### config.mk
export PLATFORM = sky130hd
export DESIGN_NAME = sbpfm_top
export DESIGN_NICKNAME = d
export VERILOG_FILES = /design/src/sbpfm_pkg.sv /design/src/sbpfm_sync.sv /design/src/sbpfm_top.sv
export SDC_FILE = /design/constraint.sdc
export NUM_CORES = 1
export LEC_CHECK = 0
export ABC_AREA = 1
export BUFFER_PORTS_ARGS = -buffer_cell sky130_fd_sc_hd__buf_2
export CAP_MARGIN = 20
export CELL_PAD_IN_SITES_DETAIL_PLACEMENT = 0
export CELL_PAD_IN_SITES_GLOBAL_PLACEMENT = 2
export CORE_MARGIN = 2
export CORE_UTILIZATION = 30
export DETAILED_ROUTE_END_ITERATION = 10
export GPL_TIMING_DRIVEN = 1
export PLACE_DENSITY_LB_ADDON = 0.1
export RECOVER_POWER = 100
export SYNTH_ARGS = -nofsm -noshare
export SYNTH_HDL_FRONTEND = slang
export SYNTH_SLANG_ARGS = --single-unit
### constraint.sdc
create_clock -name CLK -period 3.85 [get_ports CLK]
set_clock_uncertainty 0.2 [all_clocks]
set_input_delay 0.5775 -clock CLK [delete_from_list [all_inputs] [get_ports CLK]]
set_output_delay 0.5775 -clock CLK [all_outputs]
set_load 0.01 [all_outputs]
### src/sbpfm_pkg.sv
package sbpfm_pkg;

    // Bridge operating mode as chosen by the serial engine configuration
    typedef enum logic [2:0] {
        SBPFM_OFF      = 3'b000,
        SBPFM_M_SINGLE = 3'b001,
        SBPFM_M_DUAL   = 3'b010,
        SBPFM_M_QUAD   = 3'b011,
        SBPFM_S_SINGLE = 3'b100,
        SBPFM_TWO_WIRE = 3'b101
    } sbpfm_mode_t;

    // Role of one general pin; code 2'b11 behaves as plain I/O
    typedef enum logic [1:0] {
        SBPFM_FN_GPIO  = 2'b00,
        SBPFM_FN_ALT_A = 2'b01,
        SBPFM_FN_ALT_B = 2'b10
    } sbpfm_func_t;

    // Positions of the pin inputs inside the synchroniser vector
    localparam int SBPFM_SYNC_W  = 14;
    localparam int IX_SCK        = 0;
    localparam int IX_MISO       = 1;
    localparam int IX_MOSI       = 2;
    localparam int IX_QD2        = 3;
    localparam int IX_QD3        = 4;
    localparam int IX_GP0        = 5;
    localparam int IX_GP1        = 6;
    localparam int IX_GP2        = 7;
    localparam int IX_GP3        = 8;
    localparam int IX_SLV_SEL_N  = 9;
    localparam int IX_CHIP_RST_N = 10;
    localparam int IX_TEST_RST_N = 11;
    localparam int IX_CFG0       = 12;
    localparam int IX_CFG1       = 13;

    // Reset values
    localparam logic [SBPFM_SYNC_W-1:0] SYNC_RST = 14'h0000;
    localparam logic        CS_IDLE       = 1'b1;
    localparam logic        BUS_IDLE      = 1'b1;
    localparam logic        SS_IDLE_N     = 1'b1;
    localparam logic        PIN_RST       = 1'b0;
    localparam logic [3:0]  NIB_RST       = 4'h0;
    localparam logic [1:0]  CHIP_MODE_RST = 2'h0;
    localparam logic        CHARGER_RST   = 1'b0;

    function automatic logic is_master(input sbpfm_mode_t m);
        is_master = (m == SBPFM_M_SINGLE) || (m == SBPFM_M_DUAL) ||
                    (m == SBPFM_M_QUAD);
    endfunction

endpackage

### src/sbpfm_sync.sv
`timescale 1ns/100ps
module sbpfm_sync
    import sbpfm_pkg::*;
#(
    parameter int W = 1
)
(
    input  wire logic         clk,
    input  wire logic         sys_rst,
    input  wire logic         clk_en,
    input  wire logic [W-1:0] d,
    output logic      [W-1:0] q
);

    logic [W-1:0] meta;

    // The first stage feeds only the second stage
    always_ff @(posedge clk)
    begin
        if (sys_rst)
        begin
            meta <= SYNC_RST[W-1:0];
            q    <= SYNC_RST[W-1:0];
        end
        else if (clk_en)
        begin
            meta <= d;
            q    <= meta;
        end
    end

endmodule

### src/sbpfm_top.sv
// How it works
// - The clock pin is driven in master modes and only sampled in slave mode.
// - MISO takes receive data in master single, data bit 1 in dual or quad, and transmit data in slave mode.
// - MOSI carries transmit data in master single, data bit 0 in dual or quad, and receive data in slave mode.
// - The two extra quad lines carry data bits 2 and 3 only in quad master mode.
// - General pin 0 is plain I/O unless switched to chip select 1 or the two-wire clock.
// - General pin 1 is plain I/O unless switched to chip select 2 or the two-wire data line.
// - General pin 2 is plain I/O unless switched to chip select 3 or the suspend indicator.
// - General pin 3 is plain I/O unless switched to a wakeup input or an interrupt input.
// - The dedicated chip select 0 output selects a peripheral in master mode and idles high otherwise.
// - The slave select pin reaches the engine only in slave mode.
// - A low chip reset pin resets the whole block except the input synchroniser, which only the system reset clears.
// - The two configuration select pins are sampled as a two-bit chip mode code.
// - The charger flag is asserted on a charging port with selectable polarity.
`timescale 1ns/100ps
module sbpfm_top
    import sbpfm_pkg::*;
(
    input  wire logic        CLK,
    input  wire logic        SYS_RST,
    input  wire logic        CLK_EN,
    input  wire logic        CHIP_RESET_N,
    input  wire logic        TEST_MODE_RESET_N,
    input  wire logic        CHIP_CONFIG_SEL_0,
    input  wire logic        CHIP_CONFIG_SEL_1,
    input  wire sbpfm_mode_t SPI_MODE,
    input  wire sbpfm_func_t GP0_FUNC,
    input  wire sbpfm_func_t GP1_FUNC,
    input  wire sbpfm_func_t GP2_FUNC,
    input  wire sbpfm_func_t GP3_FUNC,
    input  wire logic        ENG_SCK_OUT,
    input  wire logic [3:0]  ENG_DOUT,
    input  wire logic [3:0]  ENG_DOE,
    input  wire logic [3:0]  ENG_CS_N,
    input  wire logic        TWI_SCL_OUT,
    input  wire logic        TWI_SDA_OUT,
    input  wire logic [3:0]  GPIO_OUT,
    input  wire logic [3:0]  GPIO_OE,
    input  wire logic        SUSPEND_INDICATOR,
    input  wire logic        CHARGER_DETECTED,
    input  wire logic        CHARGER_ACTIVE_HIGH,
    input  wire logic        SCK_I,
    output logic             SCK_O,
    output logic             SCK_OE,
    input  wire logic        MISO_I,
    output logic             MISO_O,
    output logic             MISO_OE,
    input  wire logic        MOSI_I,
    output logic             MOSI_O,
    output logic             MOSI_OE,
    input  wire logic        QUAD_DATA_LINE_2_I,
    output logic             QUAD_DATA_LINE_2_O,
    output logic             QUAD_DATA_LINE_2_OE,
    input  wire logic        QUAD_DATA_LINE_3_I,
    output logic             QUAD_DATA_LINE_3_O,
    output logic             QUAD_DATA_LINE_3_OE,
    input  wire logic        GENERAL_PIN_0_I,
    output logic             GENERAL_PIN_0_O,
    output logic             GENERAL_PIN_0_OE,
    input  wire logic        GENERAL_PIN_1_I,
    output logic             GENERAL_PIN_1_O,
    output logic             GENERAL_PIN_1_OE,
    input  wire logic        GENERAL_PIN_2_I,
    output logic             GENERAL_PIN_2_O,
    output logic             GENERAL_PIN_2_OE,
    input  wire logic        GENERAL_PIN_3_I,
    output logic             GENERAL_PIN_3_O,
    output logic             GENERAL_PIN_3_OE,
    input  wire logic        SLAVE_SEL_N_I,
    output logic             CHIP_SELECT_OUT_0,
    output logic             CHARGER_PORT_FLAG,
    output logic [1:0]       CHIP_MODE,
    output logic             ENG_SCK_IN,
    output logic [3:0]       ENG_DIN,
    output logic             ENG_SS_N,
    output logic             TWI_SCL_IN,
    output logic             TWI_SDA_IN,
    output logic [3:0]       GPIO_IN,
    output logic             WAKEUP_REQ,
    output logic             EXT_INTERRUPT
);

    logic [SBPFM_SYNC_W-1:0] pin_raw;
    logic [SBPFM_SYNC_W-1:0] pin_s;
    logic                    rst;
    logic                    strap_done;
    sbpfm_mode_t             mode_q;
    sbpfm_func_t             func_q [4];
    logic [3:0]              gp_s;
    logic [3:0]              gp_o;
    logic [3:0]              gp_oe;
    logic [3:0]              next_gp_o;
    logic [3:0]              next_gp_oe;
    logic                    next_sck_o;
    logic                    next_sck_oe;
    logic                    next_sck_in;
    logic                    next_miso_o;
    logic                    next_miso_oe;
    logic                    next_mosi_o;
    logic                    next_mosi_oe;
    logic [3:2]              next_qd_o;
    logic [3:2]              next_qd_oe;
    logic [3:0]              next_din;
    logic                    next_cs0;
    logic                    master;

    assign pin_raw = {CHIP_CONFIG_SEL_1, CHIP_CONFIG_SEL_0, TEST_MODE_RESET_N,
                      CHIP_RESET_N, SLAVE_SEL_N_I, GENERAL_PIN_3_I,
                      GENERAL_PIN_2_I, GENERAL_PIN_1_I, GENERAL_PIN_0_I,
                      QUAD_DATA_LINE_3_I, QUAD_DATA_LINE_2_I, MOSI_I,
                      MISO_I, SCK_I};

    sbpfm_sync #(.W(SBPFM_SYNC_W)) u_sync (
        .clk     (CLK),
        .sys_rst (SYS_RST),
        .clk_en  (CLK_EN),
        .d       (pin_raw),
        .q       (pin_s)
    );

    assign gp_s = pin_s[IX_GP3:IX_GP0];
    assign master = is_master(mode_q);

    // chip reset pin
    // Test reset is honoured too, so a board that forgets the tie-off
    // holds the block quiet instead of running half configured.
    // reserved reset
    assign rst = SYS_RST || !pin_s[IX_CHIP_RST_N] || !pin_s[IX_TEST_RST_N];

    // strap capture
    // Sampled once on the first enabled edge after reset releases.
    always_ff @(posedge CLK)
    begin
        if (rst)
        begin
            strap_done <= 1'b0;
            CHIP_MODE  <= CHIP_MODE_RST;
        end
        else if (CLK_EN && !strap_done)
        begin
            strap_done <= 1'b1;
            CHIP_MODE  <= {pin_s[IX_CFG1], pin_s[IX_CFG0]};
        end
    end

    always_ff @(posedge CLK)
    begin
        if (rst)
        begin
            mode_q <= SBPFM_OFF;
            for (int i = 0; i < 4; i++)
                func_q[i] <= SBPFM_FN_GPIO;
        end
        else if (CLK_EN)
        begin
            mode_q    <= SPI_MODE;
            func_q[0] <= GP0_FUNC;
            func_q[1] <= GP1_FUNC;
            func_q[2] <= GP2_FUNC;
            func_q[3] <= GP3_FUNC;
        end
    end

    always_comb
    begin
        next_sck_o   = PIN_RST;
        next_sck_oe  = 1'b0;
        next_sck_in  = PIN_RST;
        next_miso_o  = PIN_RST;
        next_miso_oe = 1'b0;
        next_mosi_o  = PIN_RST;
        next_mosi_oe = 1'b0;
        next_qd_o    = 2'h0;
        next_qd_oe   = 2'h0;
        next_din     = NIB_RST;
        next_cs0     = CS_IDLE;
        if (master)
        begin
            next_sck_o  = ENG_SCK_OUT;
            next_sck_oe = 1'b1;
            next_cs0    = ENG_CS_N[0];
        end
        case (mode_q)
            SBPFM_M_SINGLE:
            begin
                next_mosi_o  = ENG_DOUT[0];
                next_mosi_oe = 1'b1;
                next_din[0]  = pin_s[IX_MISO];
            end
            SBPFM_M_DUAL, SBPFM_M_QUAD:
            begin
                next_mosi_o    = ENG_DOUT[0];
                next_mosi_oe   = ENG_DOE[0];
                next_miso_o    = ENG_DOUT[1];
                next_miso_oe   = ENG_DOE[1];
                next_din[1:0]  = {pin_s[IX_MISO], pin_s[IX_MOSI]};
                if (mode_q == SBPFM_M_QUAD)
                begin
                    next_qd_o     = ENG_DOUT[3:2];
                    next_qd_oe    = ENG_DOE[3:2];
                    next_din[3:2] = {pin_s[IX_QD3], pin_s[IX_QD2]};
                end
            end
            SBPFM_S_SINGLE:
            begin
                next_sck_in  = pin_s[IX_SCK];
                next_din[0]  = pin_s[IX_MOSI];
                // MISO as slave output
                // Driven only while selected so other slaves can share it
                next_miso_o  = ENG_DOUT[0];
                next_miso_oe = !pin_s[IX_SLV_SEL_N];
            end
            default:
            begin
            end
        endcase
    end

    always_comb
    begin
        next_gp_o  = GPIO_OUT;
        next_gp_oe = GPIO_OE;
        case (func_q[0])
            SBPFM_FN_ALT_A:
            begin
                next_gp_o[0]  = master ? ENG_CS_N[1] : CS_IDLE;
                next_gp_oe[0] = 1'b1;
            end
            SBPFM_FN_ALT_B:
            begin
                next_gp_o[0]  = 1'b0;
                next_gp_oe[0] = !TWI_SCL_OUT;
            end
            default:
            begin
            end
        endcase
        case (func_q[1])
            SBPFM_FN_ALT_A:
            begin
                next_gp_o[1]  = master ? ENG_CS_N[2] : CS_IDLE;
                next_gp_oe[1] = 1'b1;
            end
            SBPFM_FN_ALT_B:
            begin
                next_gp_o[1]  = 1'b0;
                next_gp_oe[1] = !TWI_SDA_OUT;
            end
            default:
            begin
            end
        endcase
        case (func_q[2])
            SBPFM_FN_ALT_A:
            begin
                next_gp_o[2]  = master ? ENG_CS_N[3] : CS_IDLE;
                next_gp_oe[2] = 1'b1;
            end
            SBPFM_FN_ALT_B:
            begin
                next_gp_o[2]  = SUSPEND_INDICATOR;
                next_gp_oe[2] = 1'b1;
            end
            default:
            begin
            end
        endcase
        if (func_q[3] == SBPFM_FN_ALT_A || func_q[3] == SBPFM_FN_ALT_B)
        begin
            next_gp_o[3]  = 1'b0;
            next_gp_oe[3] = 1'b0;
        end
    end

    always_ff @(posedge CLK)
    begin
        if (rst)
        begin
            SCK_O               <= PIN_RST;
            SCK_OE              <= 1'b0;
            MISO_O              <= PIN_RST;
            MISO_OE             <= 1'b0;
            MOSI_O              <= PIN_RST;
            MOSI_OE             <= 1'b0;
            QUAD_DATA_LINE_2_O  <= PIN_RST;
            QUAD_DATA_LINE_2_OE <= 1'b0;
            QUAD_DATA_LINE_3_O  <= PIN_RST;
            QUAD_DATA_LINE_3_OE <= 1'b0;
            CHIP_SELECT_OUT_0   <= CS_IDLE;
            gp_o                <= NIB_RST;
            gp_oe               <= NIB_RST;
        end
        else if (CLK_EN)
        begin
            SCK_O               <= next_sck_o;
            SCK_OE              <= next_sck_oe;
            MISO_O              <= next_miso_o;
            MISO_OE             <= next_miso_oe;
            MOSI_O              <= next_mosi_o;
            MOSI_OE             <= next_mosi_oe;
            QUAD_DATA_LINE_2_O  <= next_qd_o[2];
            QUAD_DATA_LINE_2_OE <= next_qd_oe[2];
            QUAD_DATA_LINE_3_O  <= next_qd_o[3];
            QUAD_DATA_LINE_3_OE <= next_qd_oe[3];
            CHIP_SELECT_OUT_0   <= next_cs0;
            gp_o                <= next_gp_o;
            gp_oe               <= next_gp_oe;
        end
    end

    assign GENERAL_PIN_0_O  = gp_o[0];
    assign GENERAL_PIN_0_OE = gp_oe[0];
    assign GENERAL_PIN_1_O  = gp_o[1];
    assign GENERAL_PIN_1_OE = gp_oe[1];
    assign GENERAL_PIN_2_O  = gp_o[2];
    assign GENERAL_PIN_2_OE = gp_oe[2];
    assign GENERAL_PIN_3_O  = gp_o[3];
    assign GENERAL_PIN_3_OE = gp_oe[3];

    // Engine-facing inputs; an idle two-wire line reads high
    always_ff @(posedge CLK)
    begin
        if (rst)
        begin
            ENG_SCK_IN        <= PIN_RST;
            ENG_DIN           <= NIB_RST;
            ENG_SS_N          <= SS_IDLE_N;
            TWI_SCL_IN        <= BUS_IDLE;
            TWI_SDA_IN        <= BUS_IDLE;
            GPIO_IN           <= NIB_RST;
            WAKEUP_REQ        <= 1'b0;
            EXT_INTERRUPT     <= 1'b0;
            CHARGER_PORT_FLAG <= CHARGER_RST;
        end
        else if (CLK_EN)
        begin
            ENG_SCK_IN    <= next_sck_in;
            ENG_DIN       <= next_din;
            ENG_SS_N      <= (mode_q == SBPFM_S_SINGLE) ?
                             pin_s[IX_SLV_SEL_N] : SS_IDLE_N;
            TWI_SCL_IN    <= (func_q[0] == SBPFM_FN_ALT_B) ? gp_s[0] : BUS_IDLE;
            TWI_SDA_IN    <= (func_q[1] == SBPFM_FN_ALT_B) ? gp_s[1] : BUS_IDLE;
            GPIO_IN       <= gp_s;
            WAKEUP_REQ    <= (func_q[3] == SBPFM_FN_ALT_A) && gp_s[3];
            EXT_INTERRUPT <= (func_q[3] == SBPFM_FN_ALT_B) && gp_s[3];
            CHARGER_PORT_FLAG <= CHARGER_DETECTED ? CHARGER_ACTIVE_HIGH
                                                  : !CHARGER_ACTIVE_HIGH;
        end
    end

    chk_sck_master_drive: assert property (@(posedge CLK) disable iff (rst)
        (CLK_EN && master) |=> (SCK_OE && SCK_O == $past(ENG_SCK_OUT)))
        else $error("clock pin not driven as master");

    chk_sck_slave_input: assert property (@(posedge CLK) disable iff (rst)
        (CLK_EN && mode_q == SBPFM_S_SINGLE) |=> !SCK_OE)
        else $error("clock pin driven in slave mode");

    chk_miso_slave_out: assert property (@(posedge CLK) disable iff (rst)
        (CLK_EN && mode_q == SBPFM_S_SINGLE && !pin_s[IX_SLV_SEL_N])
        |=> (MISO_OE && MISO_O == $past(ENG_DOUT[0])))
        else $error("MISO not carrying slave output");

    chk_mosi_single_out: assert property (@(posedge CLK) disable iff (rst)
        (CLK_EN && mode_q == SBPFM_M_SINGLE)
        |=> (MOSI_OE && MOSI_O == $past(ENG_DOUT[0]) && !MISO_OE))
        else $error("MOSI not carrying master output");

    chk_quad_lines_idle: assert property (@(posedge CLK) disable iff (rst)
        (CLK_EN && mode_q != SBPFM_M_QUAD)
        |=> (!QUAD_DATA_LINE_2_OE && !QUAD_DATA_LINE_3_OE))
        else $error("quad lines driven outside quad mode");

    chk_gp0_plain_io: assert property (@(posedge CLK) disable iff (rst)
        (CLK_EN && func_q[0] == SBPFM_FN_GPIO)
        |=> (GENERAL_PIN_0_OE == $past(GPIO_OE[0])))
        else $error("general pin 0 not following plain I/O");

    chk_gp1_open_drain: assert property (@(posedge CLK) disable iff (rst)
        (CLK_EN && func_q[1] == SBPFM_FN_ALT_B)
        |=> (!GENERAL_PIN_1_O && GENERAL_PIN_1_OE == !$past(TWI_SDA_OUT)))
        else $error("general pin 1 not an open-drain data line");

    chk_gp2_suspend_out: assert property (@(posedge CLK) disable iff (rst)
        (CLK_EN && func_q[2] == SBPFM_FN_ALT_B)
        |=> (GENERAL_PIN_2_OE && GENERAL_PIN_2_O == $past(SUSPEND_INDICATOR)))
        else $error("suspend indicator not on general pin 2");

    chk_cs0_idle_high: assert property (@(posedge CLK) disable iff (rst)
        (CLK_EN && !master) |=> CHIP_SELECT_OUT_0)
        else $error("chip select 0 active outside master mode");

    chk_ss_gated_off: assert property (@(posedge CLK) disable iff (rst)
        (CLK_EN && mode_q != SBPFM_S_SINGLE) |=> ENG_SS_N)
        else $error("slave select passed outside slave mode");

    chk_reset_to_gpio: assert property (@(posedge CLK)
        rst |=> (func_q[0] == SBPFM_FN_GPIO && func_q[1] == SBPFM_FN_GPIO &&
                 func_q[2] == SBPFM_FN_GPIO && func_q[3] == SBPFM_FN_GPIO &&
                 mode_q == SBPFM_OFF))
        else $error("roles not restored by reset");

    chk_strap_stable: assert property (@(posedge CLK) disable iff (rst)
        (strap_done && $past(strap_done)) |-> $stable(CHIP_MODE))
        else $error("chip mode changed after capture");

    chk_charger_polarity: assert property (@(posedge CLK) disable iff (rst)
        CLK_EN |=> (CHARGER_PORT_FLAG ==
                    ($past(CHARGER_DETECTED) ~^ $past(CHARGER_ACTIVE_HIGH))))
        else $error("charger flag polarity wrong");

endmodule

# After elaboration in Yosys (flattened, before gate mapping)

Memory sizes are Yosys's and may differ from the RTL's.
Cells that the tools add are included.
Widths: inputs -> output; s select.

Memories: 1
Bits in writable memories: 8
Bits in registers: 68
Output and inout port bits: 36
Word-level logic and storage cells: 102
Input port bits: 54

Eq/ne operators: 12
Reductions and logical operators: 19
Bitwise gates (word level): 4
Multiplexer cells: 39

Memory list:

| memory | words | bits a word | rd ports | clocked after memory_dff | write ports | line            | text |
|---|---|---|---|---|---|---|---|
| func_q | 4     | 2           | 4        | 0                        | 4           | sbpfm_top.sv:88 | `sbpfm_func_t func_q [4];` |

Operator list:

| cell               | count |
|---|---|
| $mux 1             | 20 |
| $mux 2             | 9 |
| $pmux 1 s2         | 9 |
| $eq 2x1->1 const B | 4 |
| $eq 2x2->1 const B | 4 |
| $logic_not 1->1    | 7 |
| $eq 3x2->1 const B | 2 |
| $reduce_or 3->1    | 2 |
| $logic_or 1x1->1   | 5 |
| $or 1x1->1         | 4 |
| $reduce_or 2->1    | 2 |
| $eq 3x1->1 const B | 1 |
| $eq 3x3->1 const B | 1 |
| $logic_and 1x1->1  | 3 |
| $mux 3             | 1 |

# Longest topological paths before layout

Gate-level depths: netlist (run 1).

Depth after elaboration: 6
Gate-level depth with buffers: 8
Depth with buffers taken out: 8

# Modules after synthesis

From an unflattened synthesis (run 1), not the netlist that was laid out.

Cell total of the unflattened synthesis: 430
Area total of the unflattened synthesis: 3,171.8 um2

Modules (own cells, without submodules):

| module     | sequential area each (um2) | cells each | times used | area an instance (um2) |
|---|---|---|---|---|
| sbpfm_top  | 1,041.0                    | 253        | 1          | 2,010.7 |
| sbpfm_sync | 560.5                      | 177        | 1          | 1,161.1 |

# Least setup slack after synthesis (run 1)

OpenSTA, ideal clock, no wires.

Path type: input -> register
Start: input SYS_RST
End: register MISO_O
Arrival: 1,230 ps
Setup time: 58 ps
Cell stages on the path: 7
Path slack: 2,362 ps
Path buffers: 2
Cells stage by stage: nor2_4 -> nand2_4 -> inv_2 -> buf_6 -> buf_6 -> nand2_1 -> nand2_1

Cells in the longest elaborated chain, start to end: 2

RTL lines:

| item                           | line             | text |
|---|---|---|
| from (decl)                    | sbpfm_top.sv:20  | `input wire logic SYS_RST,` |
| $logic_or 1x1->1 (2 in series) | sbpfm_top.sv:128 | `assign rst = SYS_RST \|\| !pin_s[IX_CHIP_RST_N] \|\| !pin_s[IX_TEST_RST_N];` |
| to (signal assigned)           | sbpfm_top.sv:297 | `MISO_O <= next_miso_o;` |
| to (decl)                      | sbpfm_top.sv:46  | `output logic MISO_O,` |

Every way passes these cells.
A chain may end at the register's enable or synchronous reset.

==> flow_summary_export.csv, run 1 <==
group,metric,value,unit
sta,finalWorstSetupSlack,1.17,ns
sta,worst_pin_slew,1.13,ns
global_route,grt_overflow,0,
clock_network,post-cts-setup-buffers,0,
flow_run,max_cap_viol_count,0,
global_route,antenna_found_initial,0,
pwr,leakagePower,1.74,nW
worst_setup_path,cpPeakStageDelay,0.89,ns
sta,max_freq,373,MHz
detailed_routing,drt-pass1-iter-count,4,
synthesis,netlist_instances,386,
synthesis,yosysUniqueCellTypes,23,
sta,hold_slack,0.237,ns
worst_setup_path,ff2ff_setup_slack,1.55,ns
synthesis,syn_area,0.00300,mm2
placed_design,dpl-instance-area,0.00353,mm2
layout,post-route-util,37.8,%
detailed_routing,drt_iter0_markers,80,
die,initial_core_util,30.8,%
worst_setup_path,crit_required,3.90,ns
synthesis,synth_warnings,0,
sta,slew_headroom,24.8,%
worst_setup_path,reg2reg_from,"u_sync.q[10]",
layout,fin_nets,534,
global_route,track_usage,13.8,%
worst_setup_path,crit-reg2reg-capture,"gp_oe[0]",
worst_setup_path,worstSetupPathType,"input pin to flip-flop",
die,core-area,0.00973,mm2
global_route,grt_max_degree,37,
layout,antennaDiodeCount,0,
clock_network,cts-root-buf,"clkbuf_8",
detailed_routing,wire_per_inst,11.8,um
pwr,peakVddDrop,0.189,mV
detailed_routing,viasPerCell,4.21,
clock_network,cts_tree,"built",
min_path,hold_class,"input pin to flip-flop",
detailed_routing,finalWirelength,7190,um
synthesis,ys_seq_area_share,53.4,%
layout,layoutNonFillerInstCount,609,
synthesis,postSynth.asyncResetShare,0,%
sta,finalMaxSlewViolations,0,
worst_setup_path,cp-start-kind,"input pin",
global_route,first_global_vias,2388,
sta,layout_min_cycle_time,2.68,ns
worst_setup_path,cp_max_fo,36,
synthesis,avgSynthCellArea,7.76,um2
clock_network,cts_sinks,76,
die,dieArea,0.0108,mm2
sta,rsz0062_at_grt,"no",
worst_setup_path,path_buf_inv,3,
clock_network,htree_levels,3,
clock_network,clk_pin_slew,0.07,ns
sta,hold_viol,0,
placed_design,numPortBuffers,89,
worst_setup_path,startpoint,"CLK_EN",
die,ioPinCount,90,
worst_setup_path,cp-endpoint,"ENG_SCK_IN",
sta,finalCritPeriodShare,69.6,%
worst_setup_path,crit_family,"buffers and inverters",
placed_design,post-place-cells,594,
worst_setup_path,rr_worst_depth,6,
placed_design,hpwlAfterDp,4940,um
synthesis,synth_ff_type,"dfxtp_1",
clock_network,hold_buffers,0,
placed_design,dp_slack,1.20,ns
worst_setup_path,end_kind,"flip-flop",
global_route,grt_pass1_wl,11800,um
detailed_routing,routed-via-count,2564,
die,die_h,104,um
synthesis,synth_seq_cells,76,
pwr,power_density,416,mW/mm2
worst_setup_path,critical_path_arrival,2.73,ns
layout,area_growth,22.8,%
worst_setup_path,crit_cells,6,
clock_network,insertion_delay,0.33,ns
synthesis,synth_edf_count,8,
worst_setup_path,crit_chain,"buf_2 -> inv_1 -> nand2_4 -> inv_2 -> nand2_1 -> o21ai_0",
worst_setup_path,cp_slowest_cell,"inv_1",
layout,drive_gt1_share,15.1,%
pwr,p_total,1.53,mW
clock_network,cts_buffer_depth,2,
clock_network,ctsResizeCount,0,
die,fp-row-count,36,
detailed_routing,drcViolationCount,0,
synthesis,syn_nets,448,
placed_design,gp_congestion,0.704,
detailed_routing,ant_nets,0,
die,die-width,104,um
run_status,outcome,"finished clean",
clock_network,cts_made_buffers,9,
sta,finalSetupViolations,0,
sta,tns,0,ns
layout,final_area,0.00368,mm2
-- final cells by class --
class | count | area [um2]
fillers | 1099 | 6050
flip-flops and latches | 76 | 1600
multi-input cells | 246 | 1130
repair buffers | 89 | 399
inverters | 50 | 188
well taps | 133 | 166
clock buffers | 11 | 153
clock inverters | 4 | 46.3
-- cells in the mapped netlist (2+ instances only) --
library cell / instances / area, um2
nor3_1: 2 / 10.0
buf_6: 2 / 22.5
clkbuf_1: 5 / 18.8
inv_1: 47 / 176
a21oi_1: 22 / 110
ha_1: 8 / 100
buf_2: 5 / 25.0
dfxtp_1: 68 / 1360
nor2_4: 2 / 22.5
nand3_1: 12 / 60.1
o21ai_0: 40 / 200
edfxtp_1: 8 / 240
nand2_1: 86 / 323
nor2_1: 68 / 255
inv_2: 3 / 11.3
-- power by group --
group	internal, mW	switching [mW]	leakage, nW
Combinational	0.0367	0.0477	0.979
Clock	0.334	0.284	0.105
Sequential	0.819	0.00935	0.653
-- sequential cells by signal, indices dropped and copies added, names as in the netlist, 2 cells and up --
name / count
CHIP_MODE: 2
ENG_DIN: 4
GPIO_IN: 4
func_q: 8
gp_o: 4
gp_oe: 4
mode_q: 3
u_sync.meta: 14
u_sync.q: 14
-- how the worst min path moves through the flow --
| stage | start | endpoint | slack, ns | cells past startpoint |
|---|---|---|---|---|
| floorplan | u_sync.meta[11] | u_sync.meta[11] | 0.23 | 2 |
| detailed placement | gp_oe[1] | gp_oe[1] | 0.24 | 2 |
| finish | ENG_SCK_OUT | SCK_O | 0.24 | 3 |
| global route | ENG_SCK_OUT | SCK_O | 0.22 | 3 |
| CTS | ENG_SCK_OUT | SCK_O | 0.22 | 3 |
| global placement | gp_o[1] | gp_o[1] | 0.23 | 2 |
-- metal layers --
| layer | GRT usage, % | wire length (um) |
|---|---|---|
| met1 | 18.4 | 3540 |
| met2 | 21.5 | 3200 |
| met3 | 3.45 | 377 |
| met4 | 5.21 | 76 |
| met5 | 0 | 0 |
-- worst register-to-register path: cells and delay by family, from the launching register on --
kind	cells	cell delay [ns]
and+or+nand+nor	4	0.79
buffers and inverters	1	0.72
AOI/OAI and AO/OA	1	0.19
DFF	1	0.34
-- cells in the final DEF (no fill, tap or decap) --
| master | Yosys | layout |
|---|---|---|
| a21oi_1 | 22 | 22 |
| buf_2 | 5 | 52 |
| bufinv_16 | 0 | 1 |
| clkbuf_1 | 5 | 38 |
| clkbuf_16 | 0 | 1 |
| clkbuf_8 | 0 | 9 |
| clkinv_2 | 0 | 2 |
| dfxtp_1 | 68 | 68 |
| edfxtp_1 | 8 | 8 |
| ha_1 | 8 | 8 |
| inv_1 | 47 | 49 |
| inv_2 | 3 | 1 |
| inv_4 | 0 | 1 |
| nand2_1 | 86 | 87 |
| nand2_4 | 1 | 1 |
| nand3_1 | 12 | 12 |
| nand4_1 | 1 | 1 |
| nor2_1 | 68 | 68 |
| nor2_2 | 1 | 1 |
| nor2_4 | 2 | 2 |
| nor3_1 | 2 | 2 |
| nor3_2 | 1 | 1 |
| o21ai_0 | 40 | 40 |
| xor2_1 | 1 | 1 |
-- cells by family (layout without fill, tap and decap cells) --
family / after synthesis / after routing / synth area share [%]
buf+inv: 64 / 154 / 8.85
compound gates: 62 / 62 / 10.4
xor+xnor: 1 / 1 / 0.292
flops: 76 / 76 / 53.4
simple gates: 175 / 175 / 23.7
fa+ha+maj: 8 / 8 / 3.34
No activity file was read; power rests on OpenSTA's default activity.
==> run 2: changes to the inputs <==
Settings changed: ABC_AREA 1 to 0, CORE_UTILIZATION 30 to 31.
Clock period 3.85 ns to 2.6 ns, I/O delays scaled along.
==> flow_summary_export.csv, run 2 <==
group,metric,value,unit
run_status,outcome,"finished clean",
sta,hold_slack,0.0736,ns
synthesis,ys_top_cells_by_count,"dfxtp_1, nor2_1, mux2i_1",
layout,drive_gt1_share,20.3,%
layout,final_area,0.00378,mm2
synthesis,netlist_instances,310,
layout,antennaDiodeCount,0,
synthesis,synthTopCellsByArea,"dfxtp_1, mux2i_1, edfxtp_1",
detailed_routing,ant_nets,0,
placed_design,gp_congestion,0.729,
clock_network,cts_buffer_depth,2,
global_route,grt_max_degree,33,
placed_design,numPortBuffers,89,
synthesis,synth_warnings,0,
detailed_routing,viasPerCell,4.44,
clock_network,cts_sinks,76,
clock_network,post-cts-setup-buffers,0,
synthesis,postSynth.asyncResetShare,0,%
worst_setup_path,crit_required,2.61,ns
min_path,hold_end,"u_sync.meta[13]",
die,core-area,0.00977,mm2
sta,tns,0,ns
worst_setup_path,rr_worst_depth,5,
min_path,hold_class,"input pin to flip-flop",
min_path,hold_depth,3,
clock_network,insertion_delay,0.35,ns
detailed_routing,finalWirelength,7090,um
die,die-width,104,um
sta,worst_pin_slew,0.915,ns
layout,post-route-util,38.7,%
worst_setup_path,cp_max_fo,32,
detailed_routing,routed-via-count,2362,
layout,area_growth,20.8,%
die,die_h,104,um
clock_network,hold_buffers,0,
synthesis,synth_area_leader_cell,"dfxtp_1",
global_route,grt_overflow,0,
worst_setup_path,ff2ff_setup_slack,0.99,ns
detailed_routing,wire_per_inst,13.3,um
sta,finalCritPeriodShare,71.5,%
clock_network,cts-root-buf,"clkbuf_8",
pwr,peakVddDrop,0.318,mV
clock_network,clk_pin_slew,0.09,ns
flow_run,max_cap_viol_count,0,
placed_design,dpl-instance-area,0.00366,mm2
die,fp-row-count,36,
clock_network,cts_tree,"built",
layout,fin_nets,456,
worst_setup_path,cp-start-kind,"input pin",
synthesis,syn_nets,372,
die,dieArea,0.0109,mm2
synthesis,yosysUniqueCellTypes,35,
synthesis,syn_area,0.00313,mm2
clock_network,cts_made_buffers,9,
detailed_routing,drt_iter0_markers,58,
die,initial_core_util,32.0,%
sta,layout_min_cycle_time,1.86,ns
pwr,p_total,2.18,mW
global_route,first_global_vias,2276,
sta,slew_headroom,39.0,%
placed_design,hpwlAfterDp,4960,um
worst_setup_path,worstSetupPathType,"input pin to flip-flop",
layout,reg_top3,"u_sync.meta: 14 flops, u_sync.q: 14 flops, func_q: 8 flops",
synthesis,synth_ff_type,"dfxtp_1",
clock_network,htree_levels,3,
clock_network,ctsResizeCount,0,
synthesis,ys_seq_area_share,51.2,%
global_route,grt_pass1_wl,11700,um
global_route,track_usage,13.5,%
min_path,hp-start,"CHIP_CONFIG_SEL_1",
synthesis,synth_edf_count,8,
sta,hold_viol,0,
worst_setup_path,crit-reg2reg-capture,"gp_o[0]",
sta,finalMaxSlewViolations,0,
sta,max_freq,538,MHz
layout,mostFrequentLayoutCell,"dfxtp_1",
synthesis,yosysTopAreaCellShare,43.5,%
synthesis,synth_seq_cells,76,
layout,final_cell_mix,"dfxtp_1, buf_2, nor2_1",
global_route,antenna_found_initial,0,
detailed_routing,drt-pass1-iter-count,4,
worst_setup_path,end_kind,"flip-flop",
worst_setup_path,critical_path_arrival,1.87,ns
worst_setup_path,reg2reg_from,"func_q[0][0]",
synthesis,yosysMostFrequentCell,"dfxtp_1",
pwr,leakagePower,1.55,nW
sta,rsz0062_at_grt,"no",
sta,finalSetupViolations,0,
synthesis,avgSynthCellArea,10.1,um2
pwr,power_density,578,mW/mm2
die,ioPinCount,90,
detailed_routing,drcViolationCount,0,
[run 2: cell count changes in the layout (fill, tap and decap cells not counted), sizes merged, moves of 5 or more]
cell / delta
and3: +8
o21ai: -33
nor2: -20
nand3b: +5
nand2b: +14
mux2i: +41
nand2: -81
nor2b: +10
inv: -39
[run 2: worst max path at each step]
stage                 startpoint              to  slack [ns]  depth (start not counted)
floorplan           func_q[0][1]         gp_o[0]        1.09                          4
global placement          CLK_EN    func_q[0][1]        0.89                          3
detailed placement        CLK_EN    func_q[0][1]        0.86                          3
CTS                 func_q[0][0]         gp_o[0]        0.99                          5
global route              CLK_EN  u_sync.meta[6]        0.61                          4
finish                    CLK_EN      GPIO_IN[2]        0.74                          4
[run 2: kinds of logic after synthesis]
logic type	after synthesis	share of synthesized area (%)
and+or+nand+nor	109	17.9
DFF	76	51.2
muxes	43	13.8
AOI/OAI and AO/OA	42	8.19
buffers and inverters	31	5.40
adders and majority gates	8	3.20
xor gates and xnor gates	1	0.280
[run 2: worst max-delay path: stages]
cell and delay [ns]:
buf_4 0.34, clkbuf_2 0.78, mux2i_1 0.27, nor2_1 0.06
[run 2: final cells by class]
| cell class | count | area (um2) |
|---|---|---|
| multi-input combinational | 203 | 1360 |
| inverter | 10 | 37.5 |
| clock buffer | 10 | 138 |
| timing repair buffer | 94 | 435 |
| tap | 133 | 166 |
| clock inverter | 6 | 46.3 |
| fill | 1036 | 5990 |
| sequential | 76 | 1600 |
[run 2: power breakdown]
part	leakage (nW)	switching [mW]	internal [mW]
clock	0.0855	0.455	0.378
combinational	0.818	0.0655	0.0724
sequential	0.650	0.0119	1.20
total	1.55	0.533	1.65
[run 2: routing by layer]
layer / part of all wire, % / vias up / global-route usage [%] / wire (um)
met4: 0.51 / 0 / 3.47 / 36
met5: 0 / - / 0 / 0
li1: - / 1231 / - / -
met1: 51 / 1070 / 18.2 / 3600
met3: 5.4 / 4 / 4.89 / 386
met2: 43 / 57 / 20.2 / 3080
[run 2: metrics by stage]
stage | cells | setup WS, ns
2_1_floorplan | 310 | 1.09
3_3_place_gp | 516 | 0.886
3_5_place_dp | 516 | 0.856
4_1_cts | 532 | 0.987
5_1_grt | 532 | 0.615
6_report | 532 | 0.741
==> run 3: changes to the inputs <==
Clock period 2.6 ns to 1.9 ns, I/O delays scaled along.
==> flow_summary_export.csv, run 3 (same netlist as run 2, synthesis figures left out) <==
group,metric,value,unit
global_route,grtUsageMet2,20.9,%
layout,final_cell_mix,"dfxtp_1, buf_2, nor2_1",
worst_setup_path,cp_slowest_cell,"edfxtp_1",
global_route,first_global_vias,2432,
worst_setup_path,worstSetupPathType,"flip-flop to flip-flop",
clock_network,post-cts-setup-buffers,0,
layout,area_growth,30.0,%
detailed_routing,drt-pass1-iter-count,4,
die,die_h,104,um
detailed_routing,finalWirelength,7320,um
pwr,power.share.clock,40.2,%
die,initial_core_util,32.0,%
detailed_routing,drt_iter0_markers,97,
detailed_routing,drcViolationCount,0,
clock_network,cts_sinks,76,
worst_setup_path,crit_chain,"ha_1 -> mux2_2 -> o211ai_1 -> a21oi_1",
detailed_routing,ant_nets,0,
sta,finalMaxSlewViolations,0,
layout,num-fill-cells,1034,
detailed_routing,routed-via-count,2479,
clock_network,ctsResizeCount,0,
flow_run,max_cap_viol_count,0,
clock_network,cts_made_buffers,9,
layout,reg_top3,"u_sync.meta: 14 flops, u_sync.q: 14 flops, func_q: 8 flops",
global_route,grt_overflow,0,
sta,worst_pin_slew,0.742,ns
global_route,grt_pass1_wl,12100,um
layout,fin_nets,485,
worst_setup_path,cp-start-kind,"flip-flop",
layout,layoutNonFillerInstCount,561,
sta,slew_headroom,50.5,%
layout,multi_input_area,0.00136,mm2
layout,drive_gt1_share,18.9,%
placed_design,hpwlAfterDp,5110,um
global_route,track_usage,13.9,%
sta,hold_viol,0,
sta,max_freq,619,MHz
detailed_routing,wire_per_inst,13.0,um
placed_design,numPortBuffers,89,
worst_setup_path,cp_max_fo,4,
global_route,grt_use_met3,4.32,%
layout,seq_area,0.00160,mm2
clock_network,cts-root-buf,"clkbuf_8",
die,dieArea,0.0109,mm2
sta,tns,0,ns
global_route,antenna_found_initial,0,
sta,finalCritPeriodShare,85.0,%
clock_network,insertion_delay,0.35,ns
clock_network,cts_tree,"built",
pwr,leakagePower,1.69,nW
detailed_routing,viasPerCell,4.42,
min_path,hold_class,"input pin to flip-flop",
pwr,switchingPower,0.706,mW
run_status,outcome,"finished clean",
pwr,power_density,776,mW/mm2
die,ioPinCount,90,
worst_setup_path,crit_required,1.91,ns
worst_setup_path,cpPeakStageDelay,0.39,ns
placed_design,post-place-cells,519,
worst_setup_path,critical_path_arrival,1.62,ns
die,die-width,104,um
pwr,p_sw_share,22.4,%
pwr,p_comb_share,7.3,%
layout,mostFrequentLayoutCell,"dfxtp_1",
sta,layout_min_cycle_time,1.62,ns
global_route,use_met1,19.1,%
global_route,grt_busiest_layer,"met2",
clock_network,cts_buffer_depth,2,
pwr,p_int,2.45,mW
die,core-area,0.00977,mm2
worst_setup_path,end_kind,"flip-flop",
sta,hold_slack,0.0135,ns
clock_network,clk_pin_slew,0.08,ns
global_route,grt_max_degree,32,
layout,antennaDiodeCount,0,
die,fp-row-count,36,
sta,finalSetupViolations,0,
clock_network,htree_levels,3,
pwr,peakVddDrop,0.414,mV
placed_design,gp_congestion,0.695,
pwr,power_frac_seq,52.6,%
sta,rsz0062_at_grt,"no",
-- run 3: changes by cell type in the layout (fill, tap and decap cells not counted), moves of 2 or more --
cell and change:
clkinvlp_4 -3, clkinv_2 +2, buf_4 -2, clkbuf_2 +2, dlygate4sd3_1 +26, clkbuf_1 +3
-- run 3: worst max-delay path: cells and delay by family (launching register included) --
family,cells,cell delay [ns]
adder cells (fa/ha/maj),1,0.35
flip-flops,1,0.39
multiplexers,1,0.35
AO/OA/AOI/OAI,2,0.18
-- run 3: final timing paths --
kind / start / to / slack [ns] / cells after the start
setup / recovery: func_q[0][1] / gp_o[0] / 0.28 / 4
hold / removal: SYS_RST / u_sync.q[5] / 0.01 / 2
setup reg to reg: func_q[0][1] / gp_o[0] / 0.28 / 4
hold reg to reg: gp_oe[1] / gp_oe[1] / 0.27 / 2
-- run 3: metal layers --
layer | wire length, um | part of all wire [%] | up-vias
met5 | 0 | 0 | -
met4 | 71 | 0.97 | 0
met3 | 405 | 5.5 | 6
met2 | 3110 | 42 | 64
met1 | 3730 | 51 | 1130
li1 | - | - | 1279
-- run 3: power by group through the flow --
stage | Sequential [mW] | Combinational, mW | Clock, mW
2_1_floorplan | 1.69 | 0.121 | 0
3_3_place_gp | 1.70 | 0.193 | 0
4_1_cts | 1.66 | 0.236 | 1.32
3_5_place_dp | 1.70 | 0.194 | 0
6_report | 1.66 | 0.229 | 1.27
5_1_grt | 1.66 | 0.254 | 1.39
-- run 3: cell type report --
class,instances,share of cell area [%]
multi-input combinational,203,33.3
timing repair buffer,123,17.3
tap,133,4.09
inverter,10,0.923
clock inverter,4,1.14
clock buffer,12,3.81
sequential,76,39.4
-- run 3: metrics by stage --
| stage | power [mW] | worst slack [ns] | util (%) | area, um2 |
|---|---|---|---|---|
| after detailed placement | 1.89 | 0.265 | 37.6 | 3670 |
| after global routing | 3.31 | 0.155 | 41.6 | 4070 |
| after floorplan | 1.81 | 0.393 | - | 3130 |
| after CTS | 3.22 | 0.312 | 42.3 | 4140 |
| after global placement | 1.89 | 0.301 | 37.6 | 3670 |
| final | 3.16 | 0.284 | 41.6 | 4070 |
-- run 3: timing repair --
action / CTS / global route
endpoints found under the setup margin: 0 / 0
hold buffers: 26 / 0
endpoints found under the hold margin: 26 / 0
